$ cat config.mk
export PLATFORM = sky130hd
export DESIGN_NAME = dbgtr_top
export DESIGN_NICKNAME = d
export VERILOG_FILES = /design/src/design/dbgtr_pkg.sv /design/src/design/dbgtr_shift.sv /design/src/design/dbgtr_top.sv
export SDC_FILE = /design/constraint.sdc
export NUM_CORES = 1
export LEC_CHECK = 0
export BUFFER_PORTS_ARGS = -buffer_cell sky130_fd_sc_hd__buf_2
export CORE_ASPECT_RATIO = 1.2
export CORE_MARGIN = 1.5
export CORE_UTILIZATION = 50
export DETAILED_ROUTE_END_ITERATION = 8
export PLACE_DENSITY = 0.72
export SYNTH_ARGS = -nofsm -noshare
export SYNTH_HDL_FRONTEND = slang
export SYNTH_SLANG_ARGS = --single-unit
export TNS_END_PERCENT = 30
$ cat constraint.sdc
create_clock -name pclk -period 8.1 [get_ports pclk]
set_input_delay 2.43 -clock pclk [delete_from_list [all_inputs] [get_ports pclk]]
set_output_delay 2.43 -clock pclk [all_outputs]
set_load 0.05 [all_outputs]
$ cat src/design/dbgtr_pkg.sv
// dbgtr_pkg: constants and types for the debug mode and trace port block
// assumes a 40 MHz pclk and an APB master using aligned 32-bit words
package dbgtr_pkg;
    // register byte offsets
    localparam logic [7:0] OFS_SETUP = 8'h00;
    localparam logic [7:0] OFS_STATUS = 8'h04;
    localparam logic [7:0] OFS_REASON = 8'h08;
    localparam logic [7:0] OFS_WORD = 8'h0C;
    localparam logic [7:0] OFS_INTST = 8'h10;
    localparam logic [7:0] OFS_INTMSK = 8'h14;
    // trace_setup_register fields
    localparam int SET_MODE_LSB = 0;
    localparam int SET_SPEED_LSB = 4;
    localparam int SET_DRIVE_BIT = 8;
    localparam logic [1:0] MODE_OFF = 2'h0;
    localparam logic [1:0] MODE_PAR = 2'h1;
    localparam logic [1:0] MODE_SER = 2'h2;
    localparam logic [3:0] SPEED_RST = 4'h0;
    // reset_reason_register and status fields
    localparam int REASON_WAKE_BIT = 0;
    localparam int ST_DEBUG_BIT = 0;
    localparam int ST_BUSY_BIT = 1;
    localparam int ST_ITM_BIT = 2;
    localparam int ST_ITR_BIT = 3;
    // interrupt events
    localparam int EV_WAKE = 0;
    localparam int EV_ENTER = 1;
    localparam int EV_EXIT = 2;
    localparam int EV_OVR = 3;
    localparam int NUM_EV = 4;
    // pins and widths
    localparam int NPAD = 5;
    localparam int PAD_TCLK = 4;
    localparam int PRIO_W = 3;
    localparam int WORD_BYTES = 4;
    localparam int SER_BITS = 10;
    // pclk period and trace clock period limits in picoseconds, half period limits in pclk cycles
    localparam int CLK_PS = 25000;
    localparam int TCYC_MIN_PS = 62500;
    localparam int TCYC_MAX_PS = 500000;
    localparam int HALF_MIN = (TCYC_MIN_PS + 2 * CLK_PS - 1) / (2 * CLK_PS);
    localparam int HALF_MAX = TCYC_MAX_PS / (2 * CLK_PS);
    // debug session states
    typedef enum logic [1:0] {
        DS_NORMAL = 2'b00,
        DS_WAKE = 2'b01,
        DS_DEBUG = 2'b11
    } dbgtr_dstate_t;
endpackage : dbgtr_pkg

$ cat src/design/dbgtr_shift.sv
// dbgtr_shift: symbol shifter for the trace port unit
// assumes one step pulse per trace period and loads only on a step
`timescale 1ns/100ps
`default_nettype none
module dbgtr_shift #(
    parameter int BYTES = dbgtr_pkg::WORD_BYTES
) (
    input wire logic clk,
    input wire logic rstn,
    input wire logic clr,
    input wire logic step,
    input wire logic load,
    input wire logic serial,
    input wire logic [BYTES*8-1:0] word,
    output logic busy,
    output logic last,
    output logic [3:0] sym,
    output logic swo
);
    import dbgtr_pkg::*;
    localparam int FW = BYTES * SER_BITS;
    localparam int CW = $clog2(FW + 1);
    logic [FW-1:0] sr_r;
    logic [CW-1:0] cnt_r;
    logic ser_r;
    logic [FW-1:0] frame;

    // each byte framed as start 0, eight data bits lsb first, stop 1
    for (genvar b = 0; b < BYTES; b++) begin : g_frame
        assign frame[b*SER_BITS +: SER_BITS] = {1'b1, word[b*8 +: 8], 1'b0};
    end

    // a load on the last step keeps the stream gapless
    always_ff @(posedge clk or negedge rstn) begin
        if (!rstn) begin
            sr_r <= '0;
            cnt_r <= '0;
            ser_r <= 1'b0;
        end else if (clr) begin
            cnt_r <= '0;
        end else if (step && load) begin
            ser_r <= serial;
            sr_r <= serial ? frame : FW'(word);
            cnt_r <= serial ? CW'(FW) : CW'(BYTES * 2);
        end else if (step && cnt_r != '0) begin
            sr_r <= ser_r ? (sr_r >> 1) : (sr_r >> 4);
            cnt_r <= cnt_r - 1'b1;
        end
    end

    assign busy = (cnt_r != '0);
    assign last = (cnt_r <= CW'(1));
    assign sym = sr_r[3:0];
    // serial line idles high between frames
    assign swo = busy ? sr_r[0] : 1'b1;
endmodule : dbgtr_shift
`default_nettype wire

$ cat src/design/dbgtr_top.sv
// dbgtr_top: debug power handshake, trace port unit and pin mux
// assumes APB from pclk logic; swd_clk and debug_power_request are pins
//
// Decided for this implementation: the placing of the registers and the APB register port.
`timescale 1ns/100ps
`default_nettype none
module dbgtr_top #(
    parameter int TRACE_BYTES = dbgtr_pkg::WORD_BYTES
) (
    input wire logic pclk,
    input wire logic presetn,
    input wire logic [7:0] paddr,
    input wire logic psel,
    input wire logic penable,
    input wire logic pwrite,
    input wire logic [31:0] pwdata,
    output logic [31:0] prdata,
    output logic pready,
    output logic pslverr,
    input wire logic swd_clk,
    input wire logic debug_power_request,
    input wire logic system_off,
    input wire logic cpu_active,
    input wire logic cpu_halted,
    input wire logic [dbgtr_pkg::PRIO_W-1:0] halt_prio,
    input wire logic [dbgtr_pkg::PRIO_W-1:0] irq_prio,
    input wire logic itrace_valid,
    input wire logic [TRACE_BYTES*8-1:0] itrace_data,
    input wire logic [dbgtr_pkg::NPAD-1:0] gpio_out,
    input wire logic [dbgtr_pkg::NPAD-1:0] gpio_oe,
    output logic itrace_ready,
    output logic power_ack,
    output logic debug_mode,
    output logic wake_req,
    output logic irq,
    output logic irq_allow,
    output logic reg_on,
    output logic clk_on,
    output logic drive_high,
    output logic [dbgtr_pkg::NPAD-1:0] pad_out,
    output logic [dbgtr_pkg::NPAD-1:0] pad_oe
);
    import dbgtr_pkg::*;
    localparam int TW = TRACE_BYTES * 8;

    // pin synchronisers; first stages feed only the second stages
    logic swck_s1_r, swck_s2_r, swck_s3_r;
    logic req_s1_r, req_s2_r;
    always_ff @(posedge pclk or negedge presetn) begin
        if (!presetn) begin
            swck_s1_r <= 1'b0;
            swck_s2_r <= 1'b0;
            swck_s3_r <= 1'b0;
            req_s1_r <= 1'b0;
            req_s2_r <= 1'b0;
        end else begin
            swck_s1_r <= swd_clk;
            swck_s2_r <= swck_s1_r;
            swck_s3_r <= swck_s2_r;
            req_s1_r <= debug_power_request;
            req_s2_r <= req_s1_r;
        end
    end

    // request sampled on debugger clock rise; a stopped clock holds it
    logic swck_rise;
    logic req_r;
    assign swck_rise = swck_s2_r & ~swck_s3_r;
    always_ff @(posedge pclk or negedge presetn) begin
        if (!presetn) begin
            req_r <= 1'b0;
        end else if (swck_rise) begin
            req_r <= req_s2_r;
        end
    end

    // debug session state machine
    dbgtr_dstate_t ds_r, ds_nxt;
    always_comb begin
        ds_nxt = ds_r;
        case (ds_r)
            DS_NORMAL: begin
                if (req_r) begin
                    ds_nxt = system_off ? DS_WAKE : DS_DEBUG;
                end
            end
            DS_WAKE: begin
                ds_nxt = req_r ? DS_DEBUG : DS_NORMAL;
            end
            DS_DEBUG: begin
                if (!req_r) begin
                    ds_nxt = DS_NORMAL;
                end
            end
            default: begin
                ds_nxt = DS_NORMAL;
            end
        endcase
    end

    logic debug_mode_r, power_ack_r, wake_req_r;
    always_ff @(posedge pclk or negedge presetn) begin
        if (!presetn) begin
            ds_r <= DS_NORMAL;
            debug_mode_r <= 1'b0;
            power_ack_r <= 1'b0;
            wake_req_r <= 1'b0;
        end else begin
            ds_r <= ds_nxt;
            debug_mode_r <= (ds_nxt != DS_NORMAL);
            power_ack_r <= debug_mode_r;
            wake_req_r <= (ds_nxt == DS_WAKE);
        end
    end

    // APB decode; no wait cycle, read data comes from a flop loaded in the setup cycle
    logic setup, done, wr_done, rd_done;
    assign setup = psel & ~penable;
    assign done = psel & penable & pready;
    assign wr_done = done & pwrite;
    assign rd_done = done & ~pwrite;

    logic [1:0] mode_r;
    logic [3:0] speed_r;
    logic drive_r;
    logic reason_r;
    logic [NUM_EV-1:0] stat_r, mask_r, ev;
    logic itm_pend_r, itr_pend_r;
    logic sh_busy, sh_last, sh_swo;
    logic [3:0] sh_sym;
    logic [31:0] rdata;
    logic hit;

    always_comb begin
        rdata = 32'h0000_0000;
        hit = 1'b1;
        case (paddr)
            OFS_SETUP: begin
                rdata[SET_MODE_LSB +: 2] = mode_r;
                rdata[SET_SPEED_LSB +: 4] = speed_r;
                rdata[SET_DRIVE_BIT] = drive_r;
            end
            OFS_STATUS: begin
                rdata[ST_DEBUG_BIT] = debug_mode_r;
                rdata[ST_BUSY_BIT] = sh_busy;
                rdata[ST_ITM_BIT] = itm_pend_r;
                rdata[ST_ITR_BIT] = itr_pend_r;
            end
            OFS_REASON: rdata[REASON_WAKE_BIT] = reason_r;
            OFS_WORD: rdata = 32'h0000_0000;
            OFS_INTST: rdata[NUM_EV-1:0] = stat_r;
            OFS_INTMSK: rdata[NUM_EV-1:0] = mask_r;
            default: hit = 1'b0;
        endcase
    end

    // answer in the access cycle; unmapped offsets flag an error
    always_ff @(posedge pclk or negedge presetn) begin
        if (!presetn) begin
            pready <= 1'b0;
            prdata <= 32'h0000_0000;
            pslverr <= 1'b0;
        end else begin
            pready <= setup;
            if (setup) begin
                prdata <= pwrite ? 32'h0000_0000 : rdata;
                pslverr <= ~hit;
            end
        end
    end

    // trace setup register; drive is frozen while a debugger is attached
    logic setup_wr, mode_chg;
    assign setup_wr = wr_done && paddr == OFS_SETUP;
    assign mode_chg = setup_wr && pwdata[SET_MODE_LSB +: 2] != mode_r;
    always_ff @(posedge pclk or negedge presetn) begin
        if (!presetn) begin
            mode_r <= MODE_OFF;
            speed_r <= SPEED_RST;
            drive_r <= 1'b0;
        end else if (setup_wr) begin
            mode_r <= pwdata[SET_MODE_LSB +: 2];
            speed_r <= pwdata[SET_SPEED_LSB +: 4];
            if (!debug_mode_r) begin
                drive_r <= pwdata[SET_DRIVE_BIT];
            end
        end
    end

    // code 3 is reserved and keeps trace off, so one form at most is live
    logic par, ser, tr_on;
    assign par = (mode_r == MODE_PAR);
    assign ser = (mode_r == MODE_SER);
    assign tr_on = par | ser;

    // half period in pclk cycles, clamped to the trace clock limits
    logic [4:0] half_len;
    always_comb begin
        half_len = 5'(HALF_MIN) + {1'b0, speed_r};
        if (half_len > 5'(HALF_MAX)) begin
            half_len = 5'(HALF_MAX);
        end
    end

    // trace clock divider; a step marks each falling trace clock edge
    logic [4:0] hc_r;
    logic tclk_r, hc_wrap, step;
    assign hc_wrap = (hc_r >= half_len - 5'h1);
    assign step = tr_on & tclk_r & hc_wrap;
    always_ff @(posedge pclk or negedge presetn) begin
        if (!presetn) begin
            hc_r <= 5'h0;
            tclk_r <= 1'b0;
        end else if (!tr_on) begin
            hc_r <= 5'h0;
            tclk_r <= 1'b0;
        end else if (hc_wrap) begin
            hc_r <= 5'h0;
            tclk_r <= ~tclk_r;
        end else begin
            hc_r <= hc_r + 5'h1;
        end
    end

    // holding words for the two trace sources
    logic [TW-1:0] itm_word_r, itr_word_r;
    logic itrace_ready_r, take, ld, ld_itr, word_wr, itm_ok;
    assign take = itrace_valid & itrace_ready_r;
    assign ld_itr = itr_pend_r & par;
    assign ld = step & sh_last & (ld_itr | itm_pend_r);
    assign word_wr = wr_done && paddr == OFS_WORD && tr_on;
    assign itm_ok = ~itm_pend_r | (ld & ~ld_itr);

    // instruction trace is accepted and kept only in parallel mode
    always_ff @(posedge pclk or negedge presetn) begin
        if (!presetn) begin
            itr_pend_r <= 1'b0;
            itr_word_r <= '0;
            itrace_ready_r <= 1'b0;
        end else begin
            itrace_ready_r <= par & ~itr_pend_r & ~take;
            if (take) begin
                itr_pend_r <= 1'b1;
                itr_word_r <= itrace_data;
            end else if (!par || (ld && ld_itr)) begin
                itr_pend_r <= 1'b0;
            end
        end
    end

    // instrumentation words from software; a full holder drops the write
    always_ff @(posedge pclk or negedge presetn) begin
        if (!presetn) begin
            itm_pend_r <= 1'b0;
            itm_word_r <= '0;
        end else if (word_wr && itm_ok) begin
            itm_pend_r <= 1'b1;
            itm_word_r <= pwdata[TW-1:0];
        end else if (ld && !ld_itr) begin
            itm_pend_r <= 1'b0;
        end
    end

    dbgtr_shift #(
        .BYTES(TRACE_BYTES)
    ) u_shift (
        .clk(pclk),
        .rstn(presetn),
        .clr(mode_chg),
        .step(step),
        .load(ld),
        .serial(ser),
        .word(ld_itr ? itr_word_r : itm_word_r),
        .busy(sh_busy),
        .last(sh_last),
        .sym(sh_sym),
        .swo(sh_swo)
    );

    // pin mux: trace takes pins from general logic only while enabled
    logic [NPAD-1:0] use_t, val_t;
    for (genvar i = 0; i < NPAD; i++) begin : g_pad
        if (i == PAD_TCLK) begin : g_ck
            assign use_t[i] = par;
            assign val_t[i] = tclk_r;
        end else if (i == 0) begin : g_d0
            assign use_t[i] = par | ser;
            assign val_t[i] = ser ? sh_swo : sh_sym[0];
        end else begin : g_dn
            assign use_t[i] = par;
            assign val_t[i] = sh_sym[i];
        end
    end

    logic [NPAD-1:0] pad_out_r, pad_oe_r;
    always_ff @(posedge pclk or negedge presetn) begin
        if (!presetn) begin
            pad_out_r <= '0;
            pad_oe_r <= '0;
        end else begin
            pad_out_r <= (use_t & val_t) | (~use_t & gpio_out);
            pad_oe_r <= use_t | gpio_oe;
        end
    end

    // events, reason flag and interrupt; a set beats a same-cycle clear
    logic rd_intst, wake_ev;
    assign rd_intst = rd_done && paddr == OFS_INTST;
    assign wake_ev = (ds_r == DS_NORMAL) && (ds_nxt == DS_WAKE);
    assign ev[EV_WAKE] = wake_ev;
    assign ev[EV_ENTER] = (ds_r == DS_NORMAL) && (ds_nxt != DS_NORMAL);
    assign ev[EV_EXIT] = (ds_r != DS_NORMAL) && (ds_nxt == DS_NORMAL);
    assign ev[EV_OVR] = word_wr & ~itm_ok;

    logic irq_r;
    always_ff @(posedge pclk or negedge presetn) begin
        if (!presetn) begin
            stat_r <= '0;
            mask_r <= '0;
            reason_r <= 1'b0;
            irq_r <= 1'b0;
        end else begin
            stat_r <= (stat_r & ~{NUM_EV{rd_intst}}) | ev;
            if (wr_done && paddr == OFS_INTMSK) begin
                mask_r <= pwdata[NUM_EV-1:0];
            end
            reason_r <= wake_ev | (reason_r & ~(wr_done && paddr == OFS_REASON
                && pwdata[REASON_WAKE_BIT]));
            irq_r <= |(stat_r & mask_r);
        end
    end

    // power manager and real-time halting; lower number is higher priority
    logic reg_on_r, clk_on_r, irq_allow_r;
    always_ff @(posedge pclk or negedge presetn) begin
        if (!presetn) begin
            reg_on_r <= 1'b1;
            clk_on_r <= 1'b1;
            irq_allow_r <= 1'b1;
        end else begin
            reg_on_r <= cpu_active | debug_mode_r | ~system_off;
            clk_on_r <= cpu_active | debug_mode_r | tr_on | sh_busy;
            irq_allow_r <= ~cpu_halted | (irq_prio < halt_prio);
        end
    end

    assign itrace_ready = itrace_ready_r;
    assign power_ack = power_ack_r;
    assign debug_mode = debug_mode_r;
    assign wake_req = wake_req_r;
    assign irq = irq_r;
    assign irq_allow = irq_allow_r;
    assign reg_on = reg_on_r;
    assign clk_on = clk_on_r;
    assign drive_high = drive_r;
    assign pad_out = pad_out_r;
    assign pad_oe = pad_oe_r;
endmodule : dbgtr_top
`default_nettype wire

### After elaboration in Yosys (flattened, before gate mapping)

Cells that the tools add are included.

* word-level logic and storage cells: 170
* input bits: 99
* bits in registers: 195
* output and inout bits: 53

* $add $sub $neg: 4
* multiplexer cells: 31
* equal/unequal tests: 12
* order comparisons: 4
* reductions and logical operators: 34
* bitwise gates (word level): 50

Operators by type and width (count)
* $mux 40: 3
* $mux 39: 1
* $mux 32: 1
* $mux 6: 4
* $mux 5: 4
* $and 1x1->1: 17
* $eq 8x4->1 const B: 2
* $eq 8x5->1 const B: 2
* $logic_and 1x1->1: 16
* $not 1->1: 15
* $pmux 2 s3: 2
* $and 5x5->5: 2
* $or 5x5->5: 2
* $reduce_bool 2->1: 5
* $mux 1: 9
* $mux 9: 1
* $or 1x1->1: 9
* $and 4x4->4: 2
* $eq 8x3->1 const B: 1
* $logic_not 8->1: 1
* $mux 2: 4
* $eq 2x1->1 const B: 3
* $le 6x1->1 const B: 1
* $reduce_and 2->1: 3
* 22 further kinds: 25

### Depth between registers and ports, before layout

Gate-level depths: netlist of run 1.

* depth after elaboration: 13
* gate-level depth with buffers: 14
* mapped depth without buffers: 12

### Cells and area by module

From an unflattened synthesis of run 1, not the netlist that was laid out.

* cell total of the unflattened synthesis: 781
* area, all modules: 8749.6 um^2

Modules (own cells, without submodules)
* dbgtr_top: area each 5721.7 um^2, times used 1, sequential area each 3131.8 um^2, cells each 434
* dbgtr_shift: area each 3027.9 um^2, times used 1, sequential area each 1176.1 um^2, cells each 347

### Least setup slack after synthesis of run 1

OpenSTA, ideal clock, no wires.

* path type: input to register
* from: input paddr[0]
* to: register u_shift.sr_r[25]
* path buffers: 1
* required time: 7.979 ns
* cell stages on the path: 6
* slack: 3.752 ns
* library setup time: 0.121 ns
* arrival time: 4.227 ns
* path through: or4_4 > or3_4 > o31ai_4 > nor2_4 > buf_6 > o22a_1

* word-level cells in the longest chain between the ends: 5

RTL lines
* start, declared: RTL line dbgtr_top.sv:12 `input wire logic [7:0] paddr,`
* $logic_not 8->1: RTL line dbgtr_top.sv:174 `assign setup_wr = wr_done && paddr == OFS_SETUP;`
* $logic_and 1x1->1: RTL line dbgtr_top.sv:174
* $logic_and 1x1->1: RTL line dbgtr_top.sv:175 `assign mode_chg = setup_wr && pwdata[SET_MODE_LSB +: 2] != mode_r;`
* $not 1->1 (no line)
* $reduce_and 2->1 (no line)
* end signal, assigned: RTL line dbgtr_shift.sv:43 `sr_r <= serial ? frame : FW'(word);`
* end signal, assigned: RTL line dbgtr_shift.sv:46 `sr_r <= ser_r ? (sr_r >> 1) : (sr_r >> 4);`
* end, declared: RTL line dbgtr_shift.sv:23 `logic [FW-1:0] sr_r;`

Every way passes these cells.
A chain may end at the register's enable or synchronous reset.

### Final worst setup path of run 1

* from: input paddr[0]
* to: register itm_word_r[22]

* word-level cells in the longest chain between the ends: 4

RTL lines
* $eq 8x4->1: RTL line dbgtr_top.sv:231 `assign word_wr = wr_done && paddr == OFS_WORD && tr_on;`
* $logic_and 1x1->1 (2 in series): RTL line dbgtr_top.sv:231
* $logic_and 1x1->1: RTL line dbgtr_top.sv:256 `end else if (word_wr && itm_ok) begin`
* end signal, assigned: RTL line dbgtr_top.sv:258 `itm_word_r <= pwdata[TW-1:0];`
* end, declared: RTL line dbgtr_top.sv:226 `logic [TW-1:0] itm_word_r, itr_word_r;`

Every way passes these cells.

==> results of run 1 <==
-- cell usage after synthesis (all sizes together) (19+ instances only) --
master,n,area share (%)
o22a,21,2.0
mux4,19,4.7
a21oi,45,2.5
nand3,37,2.0
o311ai,32,3.1
clkbuf,58,2.4
mux2,69,8.5
nand2,78,3.2
dfrtp,169,46
nor3,21,1.2
buf,35,2.6
mux2i,28,3.1
o21ai,66,3.6
-- layout make-up --
class | instances | area share [%]
multi-input cells | 598 | 42.8
repair buffers | 140 | 7.07
well taps | 224 | 2.69
clock inverters | 13 | 1.25
clock buffers | 19 | 4.25
inverters | 15 | 0.540
flip-flops and latches | 172 | 41.3
-- registers in the layout (all words and copies together) (netlist names), 2 cells and up --
register / flops
u_shift.sr_r: 40
itm_word_r: 32
itr_word_r: 32
prdata: 9
u_shift.cnt_r: 6
hc_r: 5
pad_oe: 5
pad_out: 5
mask_r: 4
speed_r: 4
stat_r: 4
ds_r: 2
mode_r: 2
-- metal layers --
layer / part of all wire (%) / wire length (um) / vias to the layer above / GRT usage [%]
met2: 49 / 10600 / 248 / 37.5
met3: 5.4 / 1190 / 27 / 4.18
met1: 44 / 9710 / 3482 / 32.8
li1: - / - / 3329 / -
met4: 1.6 / 359 / 0 / 7.16
met5: 0 / 0 / - / 0
-- power by group --
group | switching (mW) | internal (mW) | total [mW]
clock network | 0.364 | 0.439 | 0.803
logic | 0.0922 | 0.0369 | 0.129
registers | 0.00992 | 0.875 | 0.885
total | 0.466 | 1.35 | 1.82
-- critical path, stage by stage --
cell and delay, ns:
sky130_fd_sc_hd__buf_2 0.09, sky130_fd_sc_hd__or4_4 0.57, sky130_fd_sc_hd__nor4_4 0.27, sky130_fd_sc_hd__buf_4 0.38, sky130_fd_sc_hd__nand2_1 0.63, sky130_fd_sc_hd__o311ai_0 0.59, sky130_fd_sc_hd__o21ai_0 0.17
-- cell families (layout without fill, tap and decap cells) --
logic type	Yosys count	after routing	share of synthesized area [%]
compound gates	231	231	17.0
fa+ha+maj	14	14	1.91
flops	172	172	46.9
mux	116	116	16.2
other cells	1	23	0.0408
simple gates	206	206	11.7
buf+inv	108	187	5.61
xor+xnor	8	8	0.763
-- worst paths after layout --
check / endpoint / startpoint / slack, ns / cells after the start
min in group asynchronous: prdata[3] / presetn / 2.09 / 1
worst min register to register: req_s2_r / req_s1_r / 0.36 / 0
worst max register to register: itm_word_r[22] / speed_r[1] / 3.78 / 12
worst max-delay path: itm_word_r[22] / paddr[0] / 3.20 / 7
max in group asynchronous: itm_word_r[1] / presetn / 4.46 / 2
worst min-delay path: req_s2_r / req_s1_r / 0.36 / 0
-- metrics by stage --
| stage | hold slack [ns] | power [mW] |
|---|---|---|
| floorplan | 0.331 | 0.981 |
| CTS | 0.361 | 1.83 |
| finish | 0.358 | 1.82 |
| detailed placement | 0.344 | 1.03 |
| global placement | 0.334 | 1.03 |
| global route | 0.367 | 1.88 |
==> results.md, run 1 <==
Outcome:
- The run finished with clean final reports.

STA:
- The max-slew headroom at the worst pin is 23.6%.
- The number of slew-limit violations in the final report is 0.
- Across all setup checks in the final design, the least slack found is 3.20 ns.
- The hold violation count in the final report is 0.
- The actual transition at the worst max-transition pin is 1.15 ns.
- The worst path in the final design needs a cycle of 4.90 ns, including I/O delays and setup.
- The fraction of the cycle the final worst path needs is 60.5%.
- Setup repair after global routing left no endpoint under its margin.
- Setup violations remaining at the end of the flow were counted as 0.
- The setup TNS is 0 ns.
- The highest clock frequency the design can meet is 204 MHz.
- The clock skew is 0.00712 ns.

Detailed routing:
- The routed layout has 7086 vias.
- Wires add up to 21.9 mm.
- Once detail routing completed, the nets flagged for antenna violations numbered 0.
- The number of design-rule violations left by the first detailed-router iteration is 575.
- In the final routed layout, each cell accounts on average for 18.5 um.
- After detailed routing, the number of vias per cell comes to 6.00.
- Before antenna repair, the detailed router went through 5 iterations.
- After detailed routing, the number of remaining DRC violations is 0.

Synthesis:
- The share of flip-flops with an asynchronous set or reset is 100%.
- After synthesis the netlist holds a flip-flop and latch count of 172.
- The most used flip-flop cell after synthesis is sky130_fd_sc_hd__dfrtp_1.
- In this run the cell area of the synthesized design comes to 9190 um^2.
- The synthesized instance count is 856.
- The number of distinct library cells after synthesis is 64.
- The number of synthesis warnings is 0.
- The average size of a mapped cell is 10.7 um^2.
- After synthesis, flip-flops and latches occupy 46.9% of the total area.
- Counting flops with a built-in enable in the synthesized netlist gives 0.

Place:
- The worst slack at placement is 2.81 ns.
- Once placement completed, the tool counted placed cells totaling 1149.
- The number of port buffers is 128.
- The detailed placer's ending HPWL is 14.2 mm.
- After detailed placement, the total cell area comes to 9850 um^2.
- The final weighted congestion in routability-driven placement is 0.797.

Global route:
- The total overflow left after global routing is 0.
- The initial antenna violation count was 0.
- Across every metal layer, demand over resource in global routing totals 23.4%.
- Entering global routing, the biggest net connects 97 pins.
- The number of global-route vias before repair is 6843.
- The wire length of the first global-routing pass is 35.6 mm.

Floorplan:
- The initial utilization of the core area, before any placement, comes to 50.7%.
- The die covers 19200 um^2.
- The width of the chip is 127 um.
- The core area is 18100 um^2.
- Row generation in the floorplan step produced 54 rows.
- During I/O placement, the number of pins put on the boundary was 152.
- The floorplan step set the die height to 151 um.

Worst setup path:
- Along the worst path, the maximum fanout reaches 36.
- The signal arrival time at the worst endpoint is 5.16 ns.
- The startpoint type of the worst setup path is a primary input.
- The worst setup path is captured at a flop.
- The required arrival time at the worst endpoint is 8.36 ns.
- The worst setup path category is in2reg.

Clock tree:
- The clock tree from TritonCTS is yes.
- The buffers inserted during post-CTS setup optimization is 0.
- The number of hold buffers added after CTS is 0.
- The CTS clock-pin slew for the worst setup and hold paths is 0.07 ns.
- The CTS root buffer is sky130_fd_sc_hd__clkbuf_16.
- Gates resized during post-CTS repair numbered 0.
- The clock sink count is 172.
- The number of clock buffers inserted by TritonCTS is 17.
- The number of levels the H-tree was split into is 4.
- The buffer depth of the longest clock path is 2.
- For the worst-skew pair, the clock arrives at the later sink with an insertion delay of 0.43 ns.

Finish:
- For this run, the post-layout net count is 1057.
- The footprint of the multi-input gates is 4460 um^2.
- The final non-filler cell total is 1181.
- Cells with a size suffix above 1 make up 29.6% of the layout.
- Cells fill 57.5% of the core in the end.
- Relative to the synthesized area, the layout overhead comes to 13.4%.
- The number of antenna cells inserted is 0.
- The area taken by flip-flops and latches is 4310 um^2.
- The final-layout fill cell count is 1583.
- The most common library cell in the layout ignoring fill and taps is sky130_fd_sc_hd__dfrtp_1.
- The final design instance area without fill is 10400 um^2.
- The library cells used most frequently in the layout, excluding fill and tap cells, are sky130_fd_sc_hd__dfrtp_1, sky130_fd_sc_hd__buf_2, sky130_fd_sc_hd__nand2_1.

Job:
- The max-capacitance violation count is 0.

Worst hold path:
- In this run the worst hold path is classified as reg2reg.

Pwr:
- The power per cell area is 174 nW/um^2.
- Across the VDD grid, the largest voltage drop is 0.134 mV.
- The analysis attributes to cell leakage a power of 4.56 nW.
Power figures use the tool's default switching activity.
==> run 2, diff against run 1 <==
--- a/config.mk
+++ b/config.mk
@@ -10,7 +10,7 @@
 export CORE_MARGIN = 1.5
 export CORE_UTILIZATION = 50
 export DETAILED_ROUTE_END_ITERATION = 8
-export PLACE_DENSITY = 0.72
+export PLACE_DENSITY = 0.75
 export SYNTH_ARGS = -nofsm -noshare
 export SYNTH_HDL_FRONTEND = slang
 export SYNTH_SLANG_ARGS = --single-unit
==> constraint.sdc (replaced) <==
create_clock -name pclk -period 4.3 [get_ports pclk]
set_input_delay 1.29 -clock pclk [delete_from_list [all_inputs] [get_ports pclk]]
set_output_delay 1.29 -clock pclk [all_outputs]
set_load 0.05 [all_outputs]
==> results.md, run 2 (same netlist as run 1, synthesis figures left out) <==
Finish:
- The repair_antennas step left the layout with diodes totalling 0.
- In the layout the commonest cells are sky130_fd_sc_hd__dfrtp_1, sky130_fd_sc_hd__buf_2, sky130_fd_sc_hd__nand2_1.
- Of the cells placed in the final design, the portion with a size suffix greater than 1 is 30.0%.
- The most common library cell in the layout ignoring fill and taps is sky130_fd_sc_hd__dfrtp_1.
- The flip-flop count of the largest register, all copies and words added is 40.
- Compared with the post-synthesis result, the final layout area differs by 14.2%.
- The post-route core utilization is 58.0%.
- The final net count is 1064.
- The largest registers in the layout are u_shift.sr_r: 40 flops, itm_word_r: 32 flops, itr_word_r: 32 flops.
- u_shift.sr_r holds more flip-flops than any other register.

Worst setup path:
- The worst setup path is captured at a flop.
- The worst setup path category is reg2reg.
- The startpoint of the worst-slack reg-to-reg timing path is speed_r[1].
- The reg-to-reg setup timing slack is 0.64 ns.
- The startpoint type of the worst setup path is a flop.
- The path depth of the worst reg2reg path is 12.
- The delay of the slowest cell on the worst path is 0.63 ns.
- Counting stages on the worst path, the most repeated cell is sky130_fd_sc_hd__ha_1.
- Along the worst path, the maximum fanout reaches 29.
- The standard cell with the maximum stage delay on the critical path is sky130_fd_sc_hd__a21oi_4.
- The critical path goes through ha_1 > nand2b_1 > a21boi_0 > ha_1 > xor2_1 > ha_1 > a21oi_1 > o21ai_0 > a21oi_4 > o31a_1 > buf_4 > o21ai_0.
- For the worst setup path, the data arrival time is 3.95 ns.
- The reg-to-reg critical path endpoint is itm_word_r[21].
- For the worst setup path, the data required time is 4.59 ns.

STA:
- The actual transition at the worst max-transition pin is 1.05 ns.
- Setup repair after global routing left no endpoint under its margin.
- Setup violations remaining at the end of the flow were counted as 0.
- The routed design could run at a clock period as short as 3.66 ns.
- The clock skew is 0.00880 ns.
- Setup slack on the critical path of the routed design comes to 0.638 ns.
- The highest clock frequency the design can meet is 273 MHz.
- The worst path uses 85.2% of the clock period.
- The hold violation count in the final report is 0.
- Headroom to the max-slew limit came out at 29.7%.
- The setup TNS is 0 ns.
- The number of slew-limit violations in the final report was 0.

Place:
- The number of port buffers is 128.
- At the end of routability-driven placement, the weighted congestion stood at 0.835.
- OpenSTA, run right after detailed placement, puts the worst setup slack at 0.645 ns.
- The detailed placer's ending HPWL is 15.4 mm.

Clock tree:
- The number of hold buffers added after CTS is 0.
- The clock passes through at most 2 buffers.
- Post-CTS timing repair inserted 0 buffers for setup.
- The root buffer cell chosen for the clock tree is sky130_fd_sc_hd__clkbuf_16.
- The clock tree from TritonCTS is yes.
- Clock tree synthesis found a total of 172 sinks.
- The H-tree generated during clock tree synthesis spans 4 levels.
- The later-pin clock latency in the skew report is 0.43 ns.
- After clock tree synthesis, the clock-pin slew on the worst setup and hold paths is 0.07 ns.
- The number of gates resized after CTS was 0.
- Counting the buffers created by CTS gives 17.

Detailed routing:
- The via count is 7271.
- For this run, design rule violations remaining after detail routing come to 0.
- The total wire length after detailed routing is 22.3 mm.
- The count of nets left with antenna violations once routing finished came out at 0.
- The via count normalized by instance count is 6.12.
- The first detailed-routing pass ran for 4 iterations.
- After detailed routing, the average wire length per cell comes to 18.7 um.
- The number of design-rule violations left by the first detailed-router iteration is 511.

Outcome:
- The run finished with clean final reports.

Floorplan:
- 152 I/O pins were placed.
- The core area is 18100 um^2.
- The die covers 19200 um^2.
- The initial utilization of the core area, before any placement, comes to 50.7%.
- The count of standard-cell rows is 54.
- The width of the chip is 127 um.
- The height of the chip is 151 um.

Global route:
- The wire length of the first global-routing pass is 36.4 mm.
- The number of global-route vias before repair is 7096.
- The total congestion overflow is 0.
- The initial antenna violation count is 0.
- Global routing consumed, over all layers together, 24.1% of the routing resources.
- The pin count of the biggest net entering global routing is 69.

Worst hold path:
- The worst hold path was traced through 0 stages.
- The worst hold path terminates at req_s2_r.
- In this run the worst hold path is classified as reg2reg.
- The worst hold path begins at req_s1_r.

Job:
- The tool flagged a number of max-cap violations equal to 0.

Pwr:
- VDD sags by at most 0.242 mV.
- In this run the static leakage power is 4.61 nW.
- The power per cell area is 322 nW/um^2.
==> run 2: power by group <==
part / internal [mW] / leakage [nW] / switching (mW)
registers: 1.65 / 2.29 / 0.0191
clock network: 0.766 / 0.271 / 0.700
logic: 0.0721 / 2.04 / 0.175
==> run 2: metrics by stage <==
step	hold slack, ns	std cells	total power, mW	area [um^2]
after floorplan	0.331	878	1.85	9270
after global placement	0.334	1156	1.94	9940
after detailed placement	0.337	1156	1.95	9940
after CTS	0.353	1188	3.41	10500
after global routing	0.366	1188	3.50	10500
final	0.351	1188	3.38	10500
==> run 2: worst max-delay path by stage <==
stage	from	slack, ns	cells past startpoint	end
finish	speed_r[1]	0.64	12	itm_word_r[21]
global route	speed_r[1]	0.26	12	itm_word_r[11]
detailed placement	paddr[0]	0.64	6	itm_word_r[11]
global placement	paddr[0]	0.70	6	u_shift.sr_r[2]
CTS	speed_r[1]	0.64	12	itm_word_r[21]
floorplan	paddr[0]	1.09	6	u_shift.sr_r[25]
==> run 2: routing by layer <==
metal	routed length [um]	global-route usage, %	vias up
met3	1400	4.60	48
met2	10800	38.2	309
met1	9520	33.0	3573
met5	0	0	-
met4	577	9.72	0
li1	-	-	3341
==> run 2: critical path: cells and delay by family (launching register included) <==
kind | cells | cell delay, ns
DFF | 1 | 0.47
xor gates and xnor gates | 1 | 0.15
adders and majority gates | 3 | 0.80
AOI/OAI and AO/OA | 6 | 1.67
and+or+nand+nor | 1 | 0.09
buffers and inverters | 1 | 0.32
==> run 2: cell type report <==
type,instances,area (um^2)
timing repair buffer,147,827
fill,1533,7610
clock inverter,13,125
sequential,172,4310
clock buffer,19,433
tap,224,280
multi-input combinational,598,4460
inverter,15,56.3
